`src/include/split_iso_descriptor_sched_pkg.sv`:
```
/*
 package for the split iso microframe scheduler: field layout, widths,
 token and status encodings. assumes nothing beyond a SystemVerilog tool.
*/
package split_iso_descriptor_sched_pkg;
  localparam int MF_NUM        = 8;
  localparam int CNT_W         = 8;
  localparam int STAT_W        = 3;
  localparam int FRAME_W       = 5;
  localparam int UFRAME_W      = 8;
  localparam int FRAME_LSB     = 3;
  localparam int FRAME_MSB     = 7;
  localparam int STAT_XACT_ERR = 0;
  localparam int STAT_BABBLE   = 1;
  localparam int STAT_UNDERRUN = 2;
  localparam int IN_SS_LIMIT   = 4;
  localparam logic [7:0] MASK_RST  = 8'h00;
  localparam logic [7:0] COUNT_RST = 8'h00;
  localparam logic [2:0] STAT_RST  = 3'h0;
  localparam logic       TOKEN_OUT = 1'b0;
  localparam logic       TOKEN_IN  = 1'b1;
  localparam logic       PHASE_SS  = 1'b0;
  localparam logic       PHASE_CS  = 1'b1;
endpackage

```
`src/hdl/split_iso_microframe_sched.sv`:
```
/*
 per-microframe scheduling and status of a split iso descriptor.
 assumes a transaction engine that offers one microframe result at a time
 and a descriptor store that takes the updated fields; one clock.
*/
// What this block does
// - store bytes received per microframe for IN tokens after a start or complete split in a matching frame
// - software sets complete-split bits; hardware clears each once processed
// - complete-split mask honoured for IN tokens only, ignored for OUT
// - mask bit n executes its split in microframe n
// - eight 3-bit statuses packed, microframe 7 highest, 0 lowest
// - status bit0 transaction error, bit1 babble IN, bit2 underrun OUT
// - software sets start mask bits; hardware clears each after processing
// - OUT sends in microframe only when frame matches and start bit set
// - halt flag set when any microframe reports stall or halt
// - babble summary from status bit1, error summary from status bit0
// - descriptor microframe bits 7 to 3 select the frame
module split_iso_microframe_sched
  import split_iso_descriptor_sched_pkg::*;
(
  input  wire logic                      clk_sys,
  input  wire logic                      sys_rst,
  input  wire logic                      desc_load,
  input  wire logic [MF_NUM-1:0]         start_split_mask_in,
  input  wire logic [MF_NUM-1:0]         complete_split_mask_in,
  input  wire logic [UFRAME_W-1:0]       desc_uframe,
  input  wire logic                      token_in,
  input  wire logic                      split_phase,
  input  wire logic [FRAME_W-1:0]        bus_frame,
  input  wire logic [2:0]                bus_uframe,
  input  wire logic                      uframe_tick,
  input  wire logic                      res_valid,
  output logic                           res_ready,
  input  wire logic [CNT_W-1:0]          res_count,
  input  wire logic                      res_xact_err,
  input  wire logic                      res_babble,
  input  wire logic                      res_underrun,
  input  wire logic                      res_stall,
  output logic                           split_go,
  output logic [2:0]                     split_go_uframe,
  output logic [MF_NUM-1:0]              start_split_mask,
  output logic [MF_NUM-1:0]              complete_split_mask,
  output logic [MF_NUM*CNT_W-1:0]        rx_counts,
  output logic [MF_NUM*STAT_W-1:0]       mf_result,
  output logic                           halt_flag,
  output logic                           babble_flag,
  output logic                           xact_err_flag
);
  localparam int WORD_W = 3 + CNT_W + STAT_W + 2;

  logic [MF_NUM-1:0]        ss_r, ss_nxt, cs_r, cs_nxt;
  logic [MF_NUM*CNT_W-1:0]  cnt_r, cnt_nxt;
  logic [MF_NUM*STAT_W-1:0] st_r, st_nxt;
  logic                     halt_r, halt_nxt, bab_r, bab_nxt, err_r, err_nxt;
  logic                     go_r, go_nxt, tok_r, tok_nxt;
  logic [2:0]               go_mf_r, go_mf_nxt, pend_mf_r, pend_mf_nxt;
  logic                     pend_r, pend_nxt, pend_cs_r, pend_cs_nxt;
  logic                     pend_ss_r, pend_ss_nxt;
  logic [FRAME_W-1:0]       frame_sel_r, frame_sel_nxt;
  logic                     frame_hit, mask_hit;
  logic                     b_in_valid, b_in_ready, b_out_valid, b_out_ready;
  logic [WORD_W-1:0]        b_in_data, b_out_data;
  logic [2:0]               w_mf, w_stat;
  logic [CNT_W-1:0]         w_cnt;
  logic                     w_cs, w_ss;
  logic [STAT_W-1:0]        new_stat;

  assign frame_hit = (bus_frame == frame_sel_r);
  always_comb begin
    mask_hit = 1'b0;
    if (frame_hit) begin
      if (split_phase == PHASE_SS) begin
        mask_hit = ss_r[bus_uframe];
      end else begin
        mask_hit = (tok_r == TOKEN_IN) && cs_r[bus_uframe];
      end
    end
  end

  // results enter through the buffer; engine stalls on res_ready
  always_comb begin
    new_stat = '0;
    new_stat[STAT_XACT_ERR] = res_xact_err;
    new_stat[STAT_BABBLE]   = res_babble && (tok_r == TOKEN_IN);
    new_stat[STAT_UNDERRUN] = res_underrun && (tok_r == TOKEN_OUT);
    // a result arriving with a new descriptor is the old one's: drop it
    b_in_valid = res_valid && pend_r && !desc_load;
    b_in_data  = {pend_mf_r, res_count, new_stat, pend_ss_r, pend_cs_r};
  end

  mf_skid_buf #(.WIDTH(WORD_W)) u_buf (
    .clk_sys   (clk_sys),
    .sys_rst   (sys_rst),
    .in_valid  (b_in_valid),
    .in_ready  (b_in_ready),
    .in_data   (b_in_data),
    .out_valid (b_out_valid),
    .out_ready (b_out_ready),
    .out_data  (b_out_data)
  );

  assign b_out_ready = 1'b1;
  assign {w_mf, w_cnt, w_stat, w_ss, w_cs} = b_out_data;

  always_comb begin
    ss_nxt = ss_r;
    cs_nxt = cs_r;
    cnt_nxt = cnt_r;
    st_nxt = st_r;
    halt_nxt = halt_r;
    bab_nxt = bab_r;
    err_nxt = err_r;
    tok_nxt = tok_r;
    frame_sel_nxt = frame_sel_r;
    go_nxt = 1'b0;
    go_mf_nxt = go_mf_r;
    pend_nxt = pend_r;
    pend_mf_nxt = pend_mf_r;
    pend_ss_nxt = pend_ss_r;
    pend_cs_nxt = pend_cs_r;
    if (desc_load) begin
      ss_nxt = start_split_mask_in;
      cs_nxt = complete_split_mask_in;
      frame_sel_nxt = desc_uframe[FRAME_MSB:FRAME_LSB];
      tok_nxt = token_in;
      cnt_nxt = {MF_NUM{COUNT_RST}};
      st_nxt = {MF_NUM{STAT_RST}};
      halt_nxt = 1'b0;
      bab_nxt = 1'b0;
      err_nxt = 1'b0;
      pend_nxt = 1'b0;
    end else begin
      if (uframe_tick && mask_hit && !pend_r) begin
        go_nxt = 1'b1;
        go_mf_nxt = bus_uframe;
        pend_nxt = 1'b1;
        pend_mf_nxt = bus_uframe;
        pend_ss_nxt = (split_phase == PHASE_SS);
        pend_cs_nxt = (split_phase == PHASE_CS);
      end
      if (res_valid && res_ready) begin
        pend_nxt = 1'b0;
        halt_nxt = halt_r | res_stall;
      end
      if (b_out_valid) begin
        // only the processed microframe's fields move
        if (w_ss) begin
          ss_nxt[w_mf] = 1'b0;
        end
        if (w_cs) begin
          cs_nxt[w_mf] = 1'b0;
        end
        if ((w_ss && tok_r == TOKEN_OUT) || w_cs || w_ss) begin
          st_nxt[w_mf*STAT_W +: STAT_W] = w_stat;
        end
        if (tok_r == TOKEN_IN) begin
          cnt_nxt[w_mf*CNT_W +: CNT_W] = w_cnt;
        end
        bab_nxt = bab_r | w_stat[STAT_BABBLE];
        err_nxt = err_r | w_stat[STAT_XACT_ERR];
      end
    end
  end

  always_ff @(posedge clk_sys) begin
    if (sys_rst) begin
      ss_r <= MASK_RST;
      cs_r <= MASK_RST;
      cnt_r <= {MF_NUM{COUNT_RST}};
      st_r <= {MF_NUM{STAT_RST}};
      halt_r <= 1'b0;
      bab_r <= 1'b0;
      err_r <= 1'b0;
      tok_r <= TOKEN_OUT;
      frame_sel_r <= '0;
      go_r <= 1'b0;
      go_mf_r <= 3'h0;
      pend_r <= 1'b0;
      pend_mf_r <= 3'h0;
      pend_ss_r <= 1'b0;
      pend_cs_r <= 1'b0;
    end else begin
      ss_r <= ss_nxt;
      cs_r <= cs_nxt;
      cnt_r <= cnt_nxt;
      st_r <= st_nxt;
      halt_r <= halt_nxt;
      bab_r <= bab_nxt;
      err_r <= err_nxt;
      tok_r <= tok_nxt;
      frame_sel_r <= frame_sel_nxt;
      go_r <= go_nxt;
      go_mf_r <= go_mf_nxt;
      pend_r <= pend_nxt;
      pend_mf_r <= pend_mf_nxt;
      pend_ss_r <= pend_ss_nxt;
      pend_cs_r <= pend_cs_nxt;
    end
  end

  assign res_ready = pend_r;
  assign split_go = go_r;
  assign split_go_uframe = go_mf_r;
  assign start_split_mask = ss_r;
  assign complete_split_mask = cs_r;
  assign rx_counts = cnt_r;
  assign mf_result = st_r;
  assign halt_flag = halt_r;
  assign babble_flag = bab_r;
  assign xact_err_flag = err_r;

  chk_go_needs_frame: assert property (
    @(posedge clk_sys) disable iff (sys_rst)
    split_go |-> $past(frame_hit)) else $error("split without frame match");
  chk_out_no_cs: assert property (
    @(posedge clk_sys) disable iff (sys_rst)
    (split_go && $past(split_phase) == PHASE_CS) |-> tok_r == TOKEN_IN)
    else $error("complete split issued for out");
  chk_go_mask_bit: assert property (
    @(posedge clk_sys) disable iff (sys_rst)
    (split_go && $past(split_phase) == PHASE_SS) |->
    $past(ss_r[bus_uframe])) else $error("split with clear mask bit");
  chk_halt_sticky: assert property (
    @(posedge clk_sys) disable iff (sys_rst)
    (res_valid && res_ready && res_stall && !desc_load) |=> halt_flag)
    else $error("halt not set on stall");
  chk_err_summary: assert property (
    @(posedge clk_sys) disable iff (sys_rst)
    (b_out_valid && w_stat[STAT_XACT_ERR] && !desc_load) |=> xact_err_flag)
    else $error("error summary missed");
  chk_mask_no_set: assert property (
    @(posedge clk_sys) disable iff (sys_rst)
    !$past(desc_load) |-> (ss_r & ~$past(ss_r)) == '0)
    else $error("hardware set a start bit");
  chk_cs_no_set: assert property (
    @(posedge clk_sys) disable iff (sys_rst)
    !$past(desc_load) |-> (cs_r & ~$past(cs_r)) == '0)
    else $error("hardware set a complete bit");
  chk_out_no_babble: assert property (
    @(posedge clk_sys) disable iff (sys_rst)
    (tok_r == TOKEN_OUT) |-> babble_flag == 1'b0)
    else $error("babble on out token");
  // ready comes straight from a flop, so the buffer must always have room
  chk_buf_room: assert property (
    @(posedge clk_sys) disable iff (sys_rst)
    pend_r |-> b_in_ready) else $error("result buffer full while pending");
endmodule

```
`src/hdl/mf_skid_buf.sv`:
```
/*
 two-entry valid/ready buffer for microframe result words.
 assumes one clock and a synchronous active-high reset.
*/
module mf_skid_buf
  import split_iso_descriptor_sched_pkg::*;
#(
  parameter int WIDTH = 16
) (
  input  wire logic             clk_sys,
  input  wire logic             sys_rst,
  input  wire logic             in_valid,
  output logic                  in_ready,
  input  wire logic [WIDTH-1:0] in_data,
  output logic                  out_valid,
  input  wire logic             out_ready,
  output logic      [WIDTH-1:0] out_data
);
  logic [WIDTH-1:0] slot_r [2];
  logic [WIDTH-1:0] slot_nxt [2];
  logic [1:0]       cnt_r, cnt_nxt;
  logic             push, pop;

  always_comb begin
    push = in_valid && (cnt_r != 2'd2);
    pop  = out_valid && out_ready;
    slot_nxt[0] = slot_r[0];
    slot_nxt[1] = slot_r[1];
    cnt_nxt = cnt_r;
    if (pop) begin
      slot_nxt[0] = slot_r[1];
    end
    if (push) begin
      if (cnt_r == 2'd0 || (cnt_r == 2'd1 && pop)) begin
        slot_nxt[0] = in_data;
      end else begin
        slot_nxt[1] = in_data;
      end
    end
    cnt_nxt = cnt_r + {1'b0, push} - {1'b0, pop};
  end

  always_ff @(posedge clk_sys) begin
    if (sys_rst) begin
      cnt_r <= 2'd0;
      slot_r[0] <= '0;
      slot_r[1] <= '0;
    end else begin
      cnt_r <= cnt_nxt;
      slot_r[0] <= slot_nxt[0];
      slot_r[1] <= slot_nxt[1];
    end
  end

  // full only at two words, so the producer stalls before anything is lost
  assign in_ready  = (cnt_r != 2'd2);
  assign out_valid = (cnt_r != 2'd0);
  assign out_data  = slot_r[0];
endmodule

```
`config.mk`:
```
export PLATFORM = sky130hd
export DESIGN_NAME = split_iso_microframe_sched
export DESIGN_NICKNAME = d
export VERILOG_FILES = /design/src/include/split_iso_descriptor_sched_pkg.sv /design/src/hdl/split_iso_microframe_sched.sv /design/src/hdl/mf_skid_buf.sv
export SDC_FILE = /design/constraint.sdc
export NUM_CORES = 1
export LEC_CHECK = 0
export ABC_AREA = 1
export BUFFER_PORTS_ARGS = -buffer_cell sky130_fd_sc_hd__buf_2
export CAP_MARGIN = 5
export CORE_ASPECT_RATIO = 1.75
export CORE_MARGIN = 3
export CORE_UTILIZATION = 50
export DETAILED_ROUTE_END_ITERATION = 8
export GPL_TIMING_DRIVEN = 0
export PLACE_DENSITY_LB_ADDON = 0.08
export REMOVE_ABC_BUFFERS = 1
export SLEW_MARGIN = 20
export SYNTH_ARGS = -nofsm -noshare
export SYNTH_HDL_FRONTEND = slang
export SYNTH_HIERARCHICAL = 1
export SYNTH_SLANG_ARGS = --single-unit
```
`constraint.sdc`:
```
create_clock -name clk_sys -period 3.9 [get_ports clk_sys]
set_input_delay 0.78 -clock clk_sys [delete_from_list [all_inputs] [get_ports clk_sys]]
set_output_delay 0.78 -clock clk_sys [all_outputs]
set_load 0.03 [all_outputs]
```
==> impl_metrics.env, run 1 <==
export IMPL_syn_area_per_cell_sq_um=7.33
export IMPL_synth_area_top_cells="sky130_fd_sc_hd__dfxtp_1, sky130_fd_sc_hd__nor2_1, sky130_fd_sc_hd__nand2_1, sky130_fd_sc_hd__a21oi_1, sky130_fd_sc_hd__o21ai_0"
export IMPL_worst_r2r_cell_count=10
export IMPL_layout_area_overhead_vs_synth_pct=17.5
export IMPL_syn_instance_count=950
export IMPL_timing_hold_worst_class="reg2reg"
export IMPL_power_ir_vdd_worst_v=0.000269
export IMPL_antenna_found_initial=0
export IMPL_clk_insertion_delay_late_ps=420
export IMPL_drt_iter0_drc=259
export IMPL_r2r_slack_ps=230
export IMPL_boundaryPins=163
export IMPL_netlist_area_sq_um=6960
export IMPL_htree_levels=4
export IMPL_share_of_the_core_filled_with_cells=0.605
export IMPL_critPathCaptureType="register"
export IMPL_critical_path_reg2reg_startpoint="u_buf/slot_r[0][13]$_SDFF_PP0_"
export IMPL_worst_setup_path_endpoint="mf_result[3]$_SDFFE_PP0P_"
export IMPL_clk_pin_slew_ps=60
export IMPL_power_leakage_nw=3.78
export IMPL_synth_largest_type_area_fraction=0.443
export IMPL_cts_resized=1
export IMPL_routed_wirelength_um=18800
export IMPL_postCtsSetupBuffers=0
export IMPL_stdcell_area_sq_um=8180
export IMPL_drive_above_1_share=0.225
export IMPL_report_final_hold_viol_count=0
export IMPL_fp_dieH_um=162
export IMPL_post_drt_via_cell_ratio=5.21
export IMPL_drcViolationCount=0
export IMPL_cp_startpoint="u_buf/slot_r[0][13]$_SDFF_PP0_"
export IMPL_place_port_buffers=159
export IMPL_clock_tree_from_tritoncts="yes"
export IMPL_finalNetCount=1124
export IMPL_die_w_um=95.2
export IMPL_initial_core_util=0.515
export IMPL_worstPathMaxFanout=21
export IMPL_synth_edff_count=0
export IMPL_multiInputGateArea_sq_um=3170
export IMPL_min_period_ps=3670
export IMPL_asyncSetResetFlopFracSynth=0
export IMPL_cts_buffers=17
export IMPL_synthDistinctLibCells=36
export IMPL_fmax_ghz=0.272
export IMPL_seq_area_sq_um=3080
export IMPL_worst_setup_path_type="reg2reg"
export IMPL_regToRegEndpoint="mf_result[3]$_SDFFE_PP0P_"
export IMPL_synth_seq_cells=154
export IMPL_finalWorstSetupSlack_ps=226
export IMPL_ys_flop_type="sky130_fd_sc_hd__dfxtp_1"
export IMPL_first_global_vias=6113
export IMPL_cp_arrival_ps=3980
export IMPL_num_antenna_cells=0
export IMPL_overflow=0
export IMPL_core_area_sq_um=13500
export IMPL_ys_warn_count=6
export IMPL_required_time_of_the_critical_path_ps=4210
export IMPL_cp_start_kind="register"
export IMPL_max_slew_margin=0.311
export IMPL_grt_pass1_wl_um=29900
export IMPL_seq_area_frac_synth=0.443
export IMPL_grt_setup_unrepaired="no"
export IMPL_outcome="complete, no violations"
export IMPL_dp_hpwl_um=13400
export IMPL_avgRoutedWirePerCell_um=15.0
export IMPL_powerDensity_nw_per_um2=420
export IMPL_synth_common_cells="sky130_fd_sc_hd__nor2_1, sky130_fd_sc_hd__dfxtp_1, sky130_fd_sc_hd__nand2_1, sky130_fd_sc_hd__a21oi_1"
export IMPL_max_capacitance_violation_total=0
export IMPL_netlist_top_cell_by_area="sky130_fd_sc_hd__dfxtp_1"
export IMPL_fillers=1388
export IMPL_max_clock_path_buffers=2
export IMPL_clock_sinks=154
export IMPL_cts_root_buffer_cell="sky130_fd_sc_hd__clkbuf_16"
export IMPL_post_route_period_util=0.942
export IMPL_timing_max_transition_violations_final=0
export IMPL_placed_cell_area_sq_um=7640
export IMPL_routabilityCongestion=0.822
export IMPL_grt_max_degree=34
export IMPL_die_area_sq_um=15400
export IMPL_drt_pre_antenna_iters=5
export IMPL_finalSetupViolCount=0
export IMPL_vias=6539
export IMPL_groute_usage_overall=0.246
export IMPL_ant_nets=0
export IMPL_place_worst_setup_slack_ps=-36.2
export IMPL_ctsHoldBuffers=0
export IMPL_yosys_cell_count_top_type="sky130_fd_sc_hd__nor2_1"
export IMPL_timing_worst_slew_pin_value_ps=1030
export IMPL_timing_clock_skew_ps=9.68
export IMPL_std_cell_rows=56
## state kept, by name, summed over array words and instances (netlist names)
signal,count
rx_counts,64
u_buf/slot_r,32
mf_result,24
complete_split_mask,8
start_split_mask,8
frame_sel_r,5
pend_mf_r,3
u_buf/cnt_r,2
babble_flag,1
halt_flag,1
pend_cs_r,1
pend_ss_r,1
res_ready,1
split_go,1
tok_r,1
xact_err_flag,1
## report_power, final
group          internal [mW]  total (mW)  switching (mW)
registers               1.59        1.62          0.0223
logic                 0.0841       0.299           0.215
clock network          0.822        1.52           0.700
total                   2.50        3.44           0.937
## final cells by class
cell class | instances | share of cell area
well taps | 174 | 0.0266
inverters | 92 | 0.0427
flip-flops and latches | 154 | 0.377
clock buffers | 17 | 0.0520
repair buffers | 160 | 0.101
multi-input cells | 643 | 0.388
clock inverters | 14 | 0.0138
## worst min path at each step
stage | slack [ps] | from | cells after the start | to
2_1_floorplan | 430 | pend_cs_r$_SDFFE_PP0P_ | 2 | pend_cs_r$_SDFFE_PP0P_
3_3_place_gp | 440 | halt_flag$_SDFFE_PP0P_ | 2 | halt_flag$_SDFFE_PP0P_
3_5_place_dp | 440 | halt_flag$_SDFFE_PP0P_ | 2 | halt_flag$_SDFFE_PP0P_
4_1_cts | 450 | halt_flag$_SDFFE_PP0P_ | 2 | halt_flag$_SDFFE_PP0P_
5_1_grt | 480 | halt_flag$_SDFFE_PP0P_ | 2 | halt_flag$_SDFFE_PP0P_
6_report | 450 | halt_flag$_SDFFE_PP0P_ | 2 | halt_flag$_SDFFE_PP0P_
## worst max-delay path, stage by stage, from the launching register on
cell	delay, ps
sky130_fd_sc_hd__dfxtp_1	720
sky130_fd_sc_hd__inv_1	400
sky130_fd_sc_hd__ha_1	330
sky130_fd_sc_hd__ha_2	680
sky130_fd_sc_hd__inv_1	450
sky130_fd_sc_hd__nor2_2	370
sky130_fd_sc_hd__inv_1	110
sky130_fd_sc_hd__nor2_1	230
sky130_fd_sc_hd__inv_1	110
sky130_fd_sc_hd__nor2_1	100
sky130_fd_sc_hd__nor2_1	50
## cells by family (layout without fill, tap and decap cells)
| group | count (synthesis) | count (layout) | synth area share |
|---|---|---|---|
| buffers and inverters | 153 | 283 | 0.104 |
| DFF | 154 | 154 | 0.443 |
| AOI/OAI and AO/OA | 198 | 198 | 0.153 |
| and+or+nand+nor | 437 | 437 | 0.288 |
| adders and majority gates | 5 | 5 | 0.00899 |
| xor gates and xnor gates | 2 | 2 | 0.00252 |
| other | 1 | 1 | 0.000539 |
## cell usage in the layout, fill, tap and decap left out, types with 2 or more instances in the layout
master / netlist / final
sky130_fd_sc_hd__a21oi_1: 88 / 88
sky130_fd_sc_hd__a31oi_1: 8 / 8
sky130_fd_sc_hd__buf_2: 7 / 159
sky130_fd_sc_hd__clkbuf_16: 0 / 17
sky130_fd_sc_hd__clkinv_2: 1 / 2
sky130_fd_sc_hd__clkinvlp_4: 0 / 7
sky130_fd_sc_hd__dfxtp_1: 154 / 154
sky130_fd_sc_hd__ha_1: 5 / 4
sky130_fd_sc_hd__inv_1: 79 / 78
sky130_fd_sc_hd__inv_2: 11 / 12
sky130_fd_sc_hd__inv_6: 0 / 5
sky130_fd_sc_hd__nand2_1: 133 / 133
sky130_fd_sc_hd__nand2_2: 3 / 3
sky130_fd_sc_hd__nand2_4: 3 / 3
sky130_fd_sc_hd__nand3_1: 68 / 68
sky130_fd_sc_hd__nand3_4: 2 / 2
sky130_fd_sc_hd__nand4_1: 7 / 7
sky130_fd_sc_hd__nor2_1: 166 / 165
sky130_fd_sc_hd__nor2_2: 7 / 7
sky130_fd_sc_hd__nor2_4: 9 / 10
sky130_fd_sc_hd__nor3_1: 31 / 31
sky130_fd_sc_hd__nor3_2: 3 / 3
sky130_fd_sc_hd__nor3_4: 3 / 3
sky130_fd_sc_hd__o211a_1: 5 / 5
sky130_fd_sc_hd__o21ai_0: 79 / 79
sky130_fd_sc_hd__o21ai_1: 10 / 9
sky130_fd_sc_hd__o31ai_1: 5 / 5
sky130_fd_sc_hd__xnor2_1: 2 / 2
## per-layer routing
metal | track usage | routed length (um) | up-vias
met5 | 0 | 0 | -
met4 | 0.0953 | 497 | 0
met3 | 0.0422 | 942 | 33
met2 | 0.449 | 10100 | 188
met1 | 0.277 | 7290 | 2994
li1 | - | - | 3324
## per-stage QoR
step | std cells | total power [mW] | hold WS (ps) | TNS [ps]
floorplan | 889 | 1.84 | 435 | 0
global placement | 1222 | 1.95 | 440 | -12980
detailed placement | 1223 | 1.95 | 440 | -85.5
CTS | 1254 | 3.46 | 451 | 0
finish | 1254 | 3.44 | 451 | 0
global route | 1254 | 3.56 | 479 | 0
Note: power is estimated with default switching activity, not from simulation.
==> run 2: changes to the inputs <==
- CTS_BUF_LIST: not set -> sky130_fd_sc_hd__clkbuf_8
==> run 2 against run 1 <==
Net effect:
- maximum frequency up 7.9%
- critical path depth unchanged
- setup slack better by 270 ps
- sequential share of layout area up 0.91 points
- via count down 0.14%
- total power down 12%
- count of clock-buffer cells in the layout unchanged
- clock power down 28%
- utilization down 1.4 points
- largest power group unchanged
- global-route usage down 0.076 points
- first-iteration DRC count down 6.9%
- worst hold slack better by 2.9 ps
==> impl_metrics.env, run 2 (synthesis results as in run 1) <==
export IMPL_slowest_stage="sky130_fd_sc_hd__ha_2"
export IMPL_clk_pin_slew_ps=80
export IMPL_fp_dieH_um=162
export IMPL_std_cell_rows=56
export IMPL_cts_root_buffer_cell="sky130_fd_sc_hd__clkbuf_8"
export IMPL_clock_tree_from_tritoncts="yes"
export IMPL_fmax_ghz=0.294
export IMPL_fin_tns_setup_ps=0
export IMPL_power_leakage_nw=3.70
export IMPL_cp_arrival_ps=3750
export IMPL_cp_start_kind="register"
export IMPL_max_clock_path_buffers=2
export IMPL_report_final_hold_viol_count=0
export IMPL_place_port_buffers=159
export IMPL_drive_above_1_share=0.226
export IMPL_p_sw_mw=0.884
export IMPL_p_seq_frac=0.537
export IMPL_avgRoutedWirePerCell_um=14.9
export IMPL_dp_hpwl_um=13400
export IMPL_clock_sinks=154
export IMPL_routabilityCongestion=0.822
export IMPL_max_slew_margin=0.342
export IMPL_critPathMaxStageDelay_ps=680
export IMPL_ant_nets=0
export IMPL_grt_setup_unrepaired="no"
export IMPL_clk_insertion_delay_late_ps=450
export IMPL_layout_cells_most_common="sky130_fd_sc_hd__nor2_1"
export IMPL_critical_path_top_cell_by_count="sky130_fd_sc_hd__inv_1"
export IMPL_grt_max_degree=34
export IMPL_layout_area_overhead_vs_synth_pct=14.8
export IMPL_ctsHoldBuffers=0
export IMPL_vias=6530
export IMPL_critPathCaptureType="register"
export IMPL_largest_register_ff_count=64
export IMPL_power_switching_fraction=0.294
export IMPL_boundaryPins=163
export IMPL_cp_top_family="buffers and inverters"
export IMPL_cts_buffers=17
export IMPL_core_area_sq_um=13500
export IMPL_fillers=1410
export IMPL_outcome="complete, no violations"
export IMPL_first_global_vias=6108
export IMPL_die_w_um=95.2
export IMPL_power_ir_vdd_worst_v=0.000269
export IMPL_timing_max_transition_violations_final=0
export IMPL_post_drt_via_cell_ratio=5.21
export IMPL_max_capacitance_violation_total=0
export IMPL_worstPathMaxFanout=21
export IMPL_die_area_sq_um=15400
export IMPL_cell_by_cell_listing_of_the_critical_path="inv_1 > ha_1 > ha_2 > inv_1 > nor2_2 > inv_1 > nor2_1 > inv_1 > nor2_1 > nor2_1"
export IMPL_min_period_ps=3400
export IMPL_drt_pre_antenna_iters=5
export IMPL_required_time_of_the_critical_path_ps=4240
export IMPL_grt_pass1_wl_um=29800
export IMPL_postCtsSetupBuffers=0
export IMPL_powerDensity_nw_per_um2=376
export IMPL_drcViolationCount=0
export IMPL_drt_iter0_drc=241
export IMPL_post_route_period_util=0.873
export IMPL_groute_usage_overall=0.245
export IMPL_timing_clock_skew_ps=18.3
export IMPL_comb_power_share=0.099
export IMPL_htree_levels=4
export IMPL_share_of_the_core_filled_with_cells=0.591
export IMPL_critical_path_n_buffers_inverters=4
export IMPL_layout_cells_most_common_list="sky130_fd_sc_hd__nor2_1, sky130_fd_sc_hd__buf_2, sky130_fd_sc_hd__dfxtp_1"
export IMPL_num_antenna_cells=0
export IMPL_timing_hold_worst_class="reg2reg"
export IMPL_finalNetCount=1124
export IMPL_antenna_found_initial=0
export IMPL_power_frac_clock=0.364
export IMPL_finalSetupViolCount=0
export IMPL_worst_setup_path_type="reg2reg"
export IMPL_internal_power_mw=2.12
export IMPL_timing_worst_slew_pin_value_ps=986
export IMPL_initial_core_util=0.515
export IMPL_overflow=0
export IMPL_totalPowerFinal_mw=3.01
export IMPL_routed_wirelength_um=18700
-- run 2: metal layers --
layer / up-vias / routed length [um] / share of wire / GRT usage
met5: - / 0 / 0 / 0
li1: 3316 / - / - / -
met2: 178 / 9960 / 0.53 / 0.445
met1: 2995 / 7210 / 0.39 / 0.275
met4: 0 / 558 / 0.030 / 0.101
met3: 41 / 951 / 0.051 / 0.0431
-- run 2: worst register-to-register path, cell delays in order, from the launching register on --
cell	delay [ps]
sky130_fd_sc_hd__dfxtp_2	550
sky130_fd_sc_hd__inv_1	310
sky130_fd_sc_hd__ha_1	300
sky130_fd_sc_hd__ha_2	680
sky130_fd_sc_hd__inv_1	470
sky130_fd_sc_hd__nor2_2	380
sky130_fd_sc_hd__inv_1	110
sky130_fd_sc_hd__nor2_1	220
sky130_fd_sc_hd__inv_1	110
sky130_fd_sc_hd__nor2_1	100
sky130_fd_sc_hd__nor2_1	50
-- run 2: what timing repair did --
item,4_1_cts,5_1_grt
resized for setup,1,1
setup endpoints to repair,6,1
hold endpoints to repair,0,0
-- run 2: power by group through the flow --
stage | Combinational, mW | Clock (mW) | Sequential (mW)
floorplan | 0.166 | 0 | 1.67
global placement | 0.295 | 0 | 1.65
detailed placement | 0.299 | 0 | 1.65
CTS | 0.300 | 1.11 | 1.61
global route | 0.334 | 1.17 | 1.62
finish | 0.299 | 1.09 | 1.61
-- run 2: area by class of cell --
cell class / instances / area (sq um) / area share
flip-flops and latches: 154 / 3080 / 0.386
multi-input cells: 643 / 3170 / 0.397
clock buffers: 17 / 234 / 0.0293
clock inverters: 14 / 113 / 0.0141
repair buffers: 160 / 823 / 0.103
well taps: 174 / 218 / 0.0272
inverters: 92 / 349 / 0.0437
-- run 2: metrics by stage --
stage          instances  cell area, sq um  hold slack, ps  setup WS [ps]
6_report            1254              7990             453            496
5_1_grt             1254              7990             482            303
4_1_cts             1254              7990             454            291
3_5_place_dp        1223              7640             440          -36.2
3_3_place_gp        1222              7600             440           -473
2_1_floorplan        889              6590             435            940
-- run 2: path summary, 6_finish.rpt --
check / from / end / slack (ps) / depth (start not counted)
hold / removal: halt_flag$_SDFFE_PP0P_ / halt_flag$_SDFFE_PP0P_ / 450 / 2
hold reg to reg: halt_flag$_SDFFE_PP0P_ / halt_flag$_SDFFE_PP0P_ / 450 / 2
setup reg to reg: u_buf/slot_r[0][13]$_SDFF_PP0_ / mf_result[3]$_SDFFE_PP0P_ / 500 / 10
setup / recovery: u_buf/slot_r[0][13]$_SDFF_PP0_ / mf_result[3]$_SDFFE_PP0P_ / 500 / 10
==> run 3: changes to the inputs <==
- REMOVE_ABC_BUFFERS: 1 -> not set
==> run 3 against run 2 <==
Net effect:
- count of clock-buffer cells in the layout up 1
- routed wire length rose by 6.1%
- register-to-register slack better by 650 ps
- clock skew fell by 1.3 ps
- global-route usage is 2.0 points higher
- largest cell class unchanged
==> impl_metrics.env, run 3 (synthesis results as in run 1) <==
export IMPL_core_area_sq_um=13500
export IMPL_routed_wirelength_um=19800
export IMPL_worst_r2r_cell_count=12
export IMPL_p_sw_mw=0.913
export IMPL_drive_above_1_share=0.241
export IMPL_vias=6775
export IMPL_clock_tree_from_tritoncts="yes"
export IMPL_fin_worst_hold_slack_ps=455
export IMPL_cp_start_kind="register"
export IMPL_fin_tns_setup_ps=0
export IMPL_antenna_found_initial=0
export IMPL_fmax_ghz=0.364
export IMPL_outcome="complete, no violations"
export IMPL_timing_clock_skew_ps=17.0
export IMPL_p_seq_frac=0.502
export IMPL_critical_path_reg2reg_startpoint="u_buf/slot_r[0][13]$_SDFF_PP0_"
export IMPL_finalSetupViolCount=0
export IMPL_finalWorstSetupSlack_ps=1150
export IMPL_required_time_of_the_critical_path_ps=4260
export IMPL_post_drt_via_cell_ratio=5.16
export IMPL_dp_hpwl_um=15400
export IMPL_std_cell_rows=56
export IMPL_hold_path_end="halt_flag$_SDFFE_PP0P_"
export IMPL_max_clock_path_buffers=2
export IMPL_cts_buffers=17
export IMPL_routabilityCongestion=0.895
export IMPL_ant_nets=0
export IMPL_grt_setup_unrepaired="no"
export IMPL_num_antenna_cells=0
export IMPL_layout_cells_most_common="sky130_fd_sc_hd__nor2_1"
export IMPL_place_port_buffers=157
export IMPL_drt_iter0_drc=257
export IMPL_comb_power_share=0.100
export IMPL_min_delay_start="halt_flag$_SDFFE_PP0P_"
export IMPL_drcViolationCount=0
export IMPL_dp_cells=1281
export IMPL_power_leakage_nw=3.95
export IMPL_min_period_ps=2750
export IMPL_timing_max_transition_violations_final=0
export IMPL_max_slew_margin=0.526
export IMPL_place_worst_setup_slack_ps=1140
export IMPL_timing_hold_worst_class="reg2reg"
export IMPL_ctsHoldBuffers=0
export IMPL_worstPathMaxFanout=10
export IMPL_postCtsSetupBuffers=0
export IMPL_fp_dieH_um=162
export IMPL_layout_area_overhead_vs_synth_pct=20.4
export IMPL_powerDensity_nw_per_um2=383
export IMPL_totalPowerFinal_mw=3.21
export IMPL_htree_levels=4
export IMPL_post_route_period_util=0.705
export IMPL_clk_pin_slew_ps=100
export IMPL_internal_power_mw=2.30
export IMPL_power_switching_fraction=0.284
export IMPL_avgRoutedWirePerCell_um=15.1
export IMPL_placed_cell_area_sq_um=7970
export IMPL_regToRegEndpoint="mf_result[17]$_SDFFE_PP0P_"
export IMPL_max_capacitance_violation_total=0
export IMPL_initial_core_util=0.515
export IMPL_die_w_um=95.2
export IMPL_report_final_hold_viol_count=0
export IMPL_overflow=0
export IMPL_worst_setup_path_type="reg2reg"
export IMPL_groute_usage_overall=0.265
export IMPL_clock_sinks=154
export IMPL_die_area_sq_um=15400
export IMPL_grt_max_degree=17
export IMPL_power_ir_vdd_worst_v=0.000268
export IMPL_timing_worst_slew_pin_value_ps=711
export IMPL_clk_insertion_delay_late_ps=450
export IMPL_critPathCaptureType="register"
export IMPL_largest_register_ff_count=64
export IMPL_grt_pass1_wl_um=31900
export IMPL_cts_resized=0
export IMPL_fillers=1358
export IMPL_power_frac_clock=0.398
export IMPL_cp_arrival_ps=3110
export IMPL_boundaryPins=163
export IMPL_synthesis_nets=1006
export IMPL_stdcell_area_sq_um=8380
export IMPL_share_of_the_core_filled_with_cells=0.620
export IMPL_final_instance_count_excl_fill=1313
export IMPL_r2r_slack_ps=1150
export IMPL_drt_pre_antenna_iters=4
export IMPL_first_global_vias=6510
export IMPL_layout_cells_most_common_list="sky130_fd_sc_hd__nor2_1, sky130_fd_sc_hd__buf_2, sky130_fd_sc_hd__dfxtp_1"
export IMPL_finalNetCount=1182
export IMPL_holdPathStages=2
export IMPL_cts_root_buffer_cell="sky130_fd_sc_hd__clkbuf_8"
run 3: worst max-delay path: stages (launching register included):
cell,delay (ps)
sky130_fd_sc_hd__dfxtp_1,320
sky130_fd_sc_hd__buf_4,150
sky130_fd_sc_hd__inv_1,120
sky130_fd_sc_hd__buf_1,400
sky130_fd_sc_hd__ha_1,230
sky130_fd_sc_hd__ha_1,270
sky130_fd_sc_hd__buf_2,240
sky130_fd_sc_hd__nor2_1,280
sky130_fd_sc_hd__inv_1,110
sky130_fd_sc_hd__nor2_1,230
sky130_fd_sc_hd__inv_1,100
sky130_fd_sc_hd__o21ai_0,150
sky130_fd_sc_hd__nor2_1,50
run 3: layer usage:
layer | vias to the layer above | track usage | part of all wire
met5 | - | 0 | 0
met1 | 3101 | 0.278 | 0.37
met2 | 197 | 0.501 | 0.55
met3 | 43 | 0.0505 | 0.051
met4 | 0 | 0.104 | 0.030
li1 | 3434 | - | -
run 3: area by class of cell:
type,instances,area [sq um],share of cell area
flip-flops and latches,154,3080,0.368
inverters,92,349,0.0416
clock buffers,18,248,0.0296
repair buffers,157,786,0.0937
plain buffers,61,373,0.0445
clock inverters,14,170,0.0203
multi-input cells,643,3160,0.377
well taps,174,218,0.0260
run 3: worst max path at each step:
stage	start	to	slack, ps	cells after the start
4_1_cts	u_buf/slot_r[0][13]$_SDFF_PP0_	mf_result[17]$_SDFFE_PP0P_	1140	12
5_1_grt	u_buf/slot_r[0][13]$_SDFF_PP0_	mf_result[17]$_SDFFE_PP0P_	880	12
2_1_floorplan	desc_load	u_buf/cnt_r[1]$_SDFF_PP0_	1530	13
6_report	u_buf/slot_r[0][13]$_SDFF_PP0_	mf_result[17]$_SDFFE_PP0P_	1150	12
3_5_place_dp	desc_load	u_buf/cnt_r[1]$_SDFF_PP0_	1140	13
3_3_place_gp	desc_load	u_buf/cnt_r[1]$_SDFF_PP0_	1130	13
run 3: power by group through the flow:
stage          Clock [mW]  Sequential [mW]  Combinational (mW)
2_1_floorplan           0             1.67               0.194
3_3_place_gp            0             1.65               0.320
3_5_place_dp            0             1.65               0.321
4_1_cts              1.31             1.61               0.321
5_1_grt              1.37             1.62               0.355
6_report             1.28             1.61               0.321
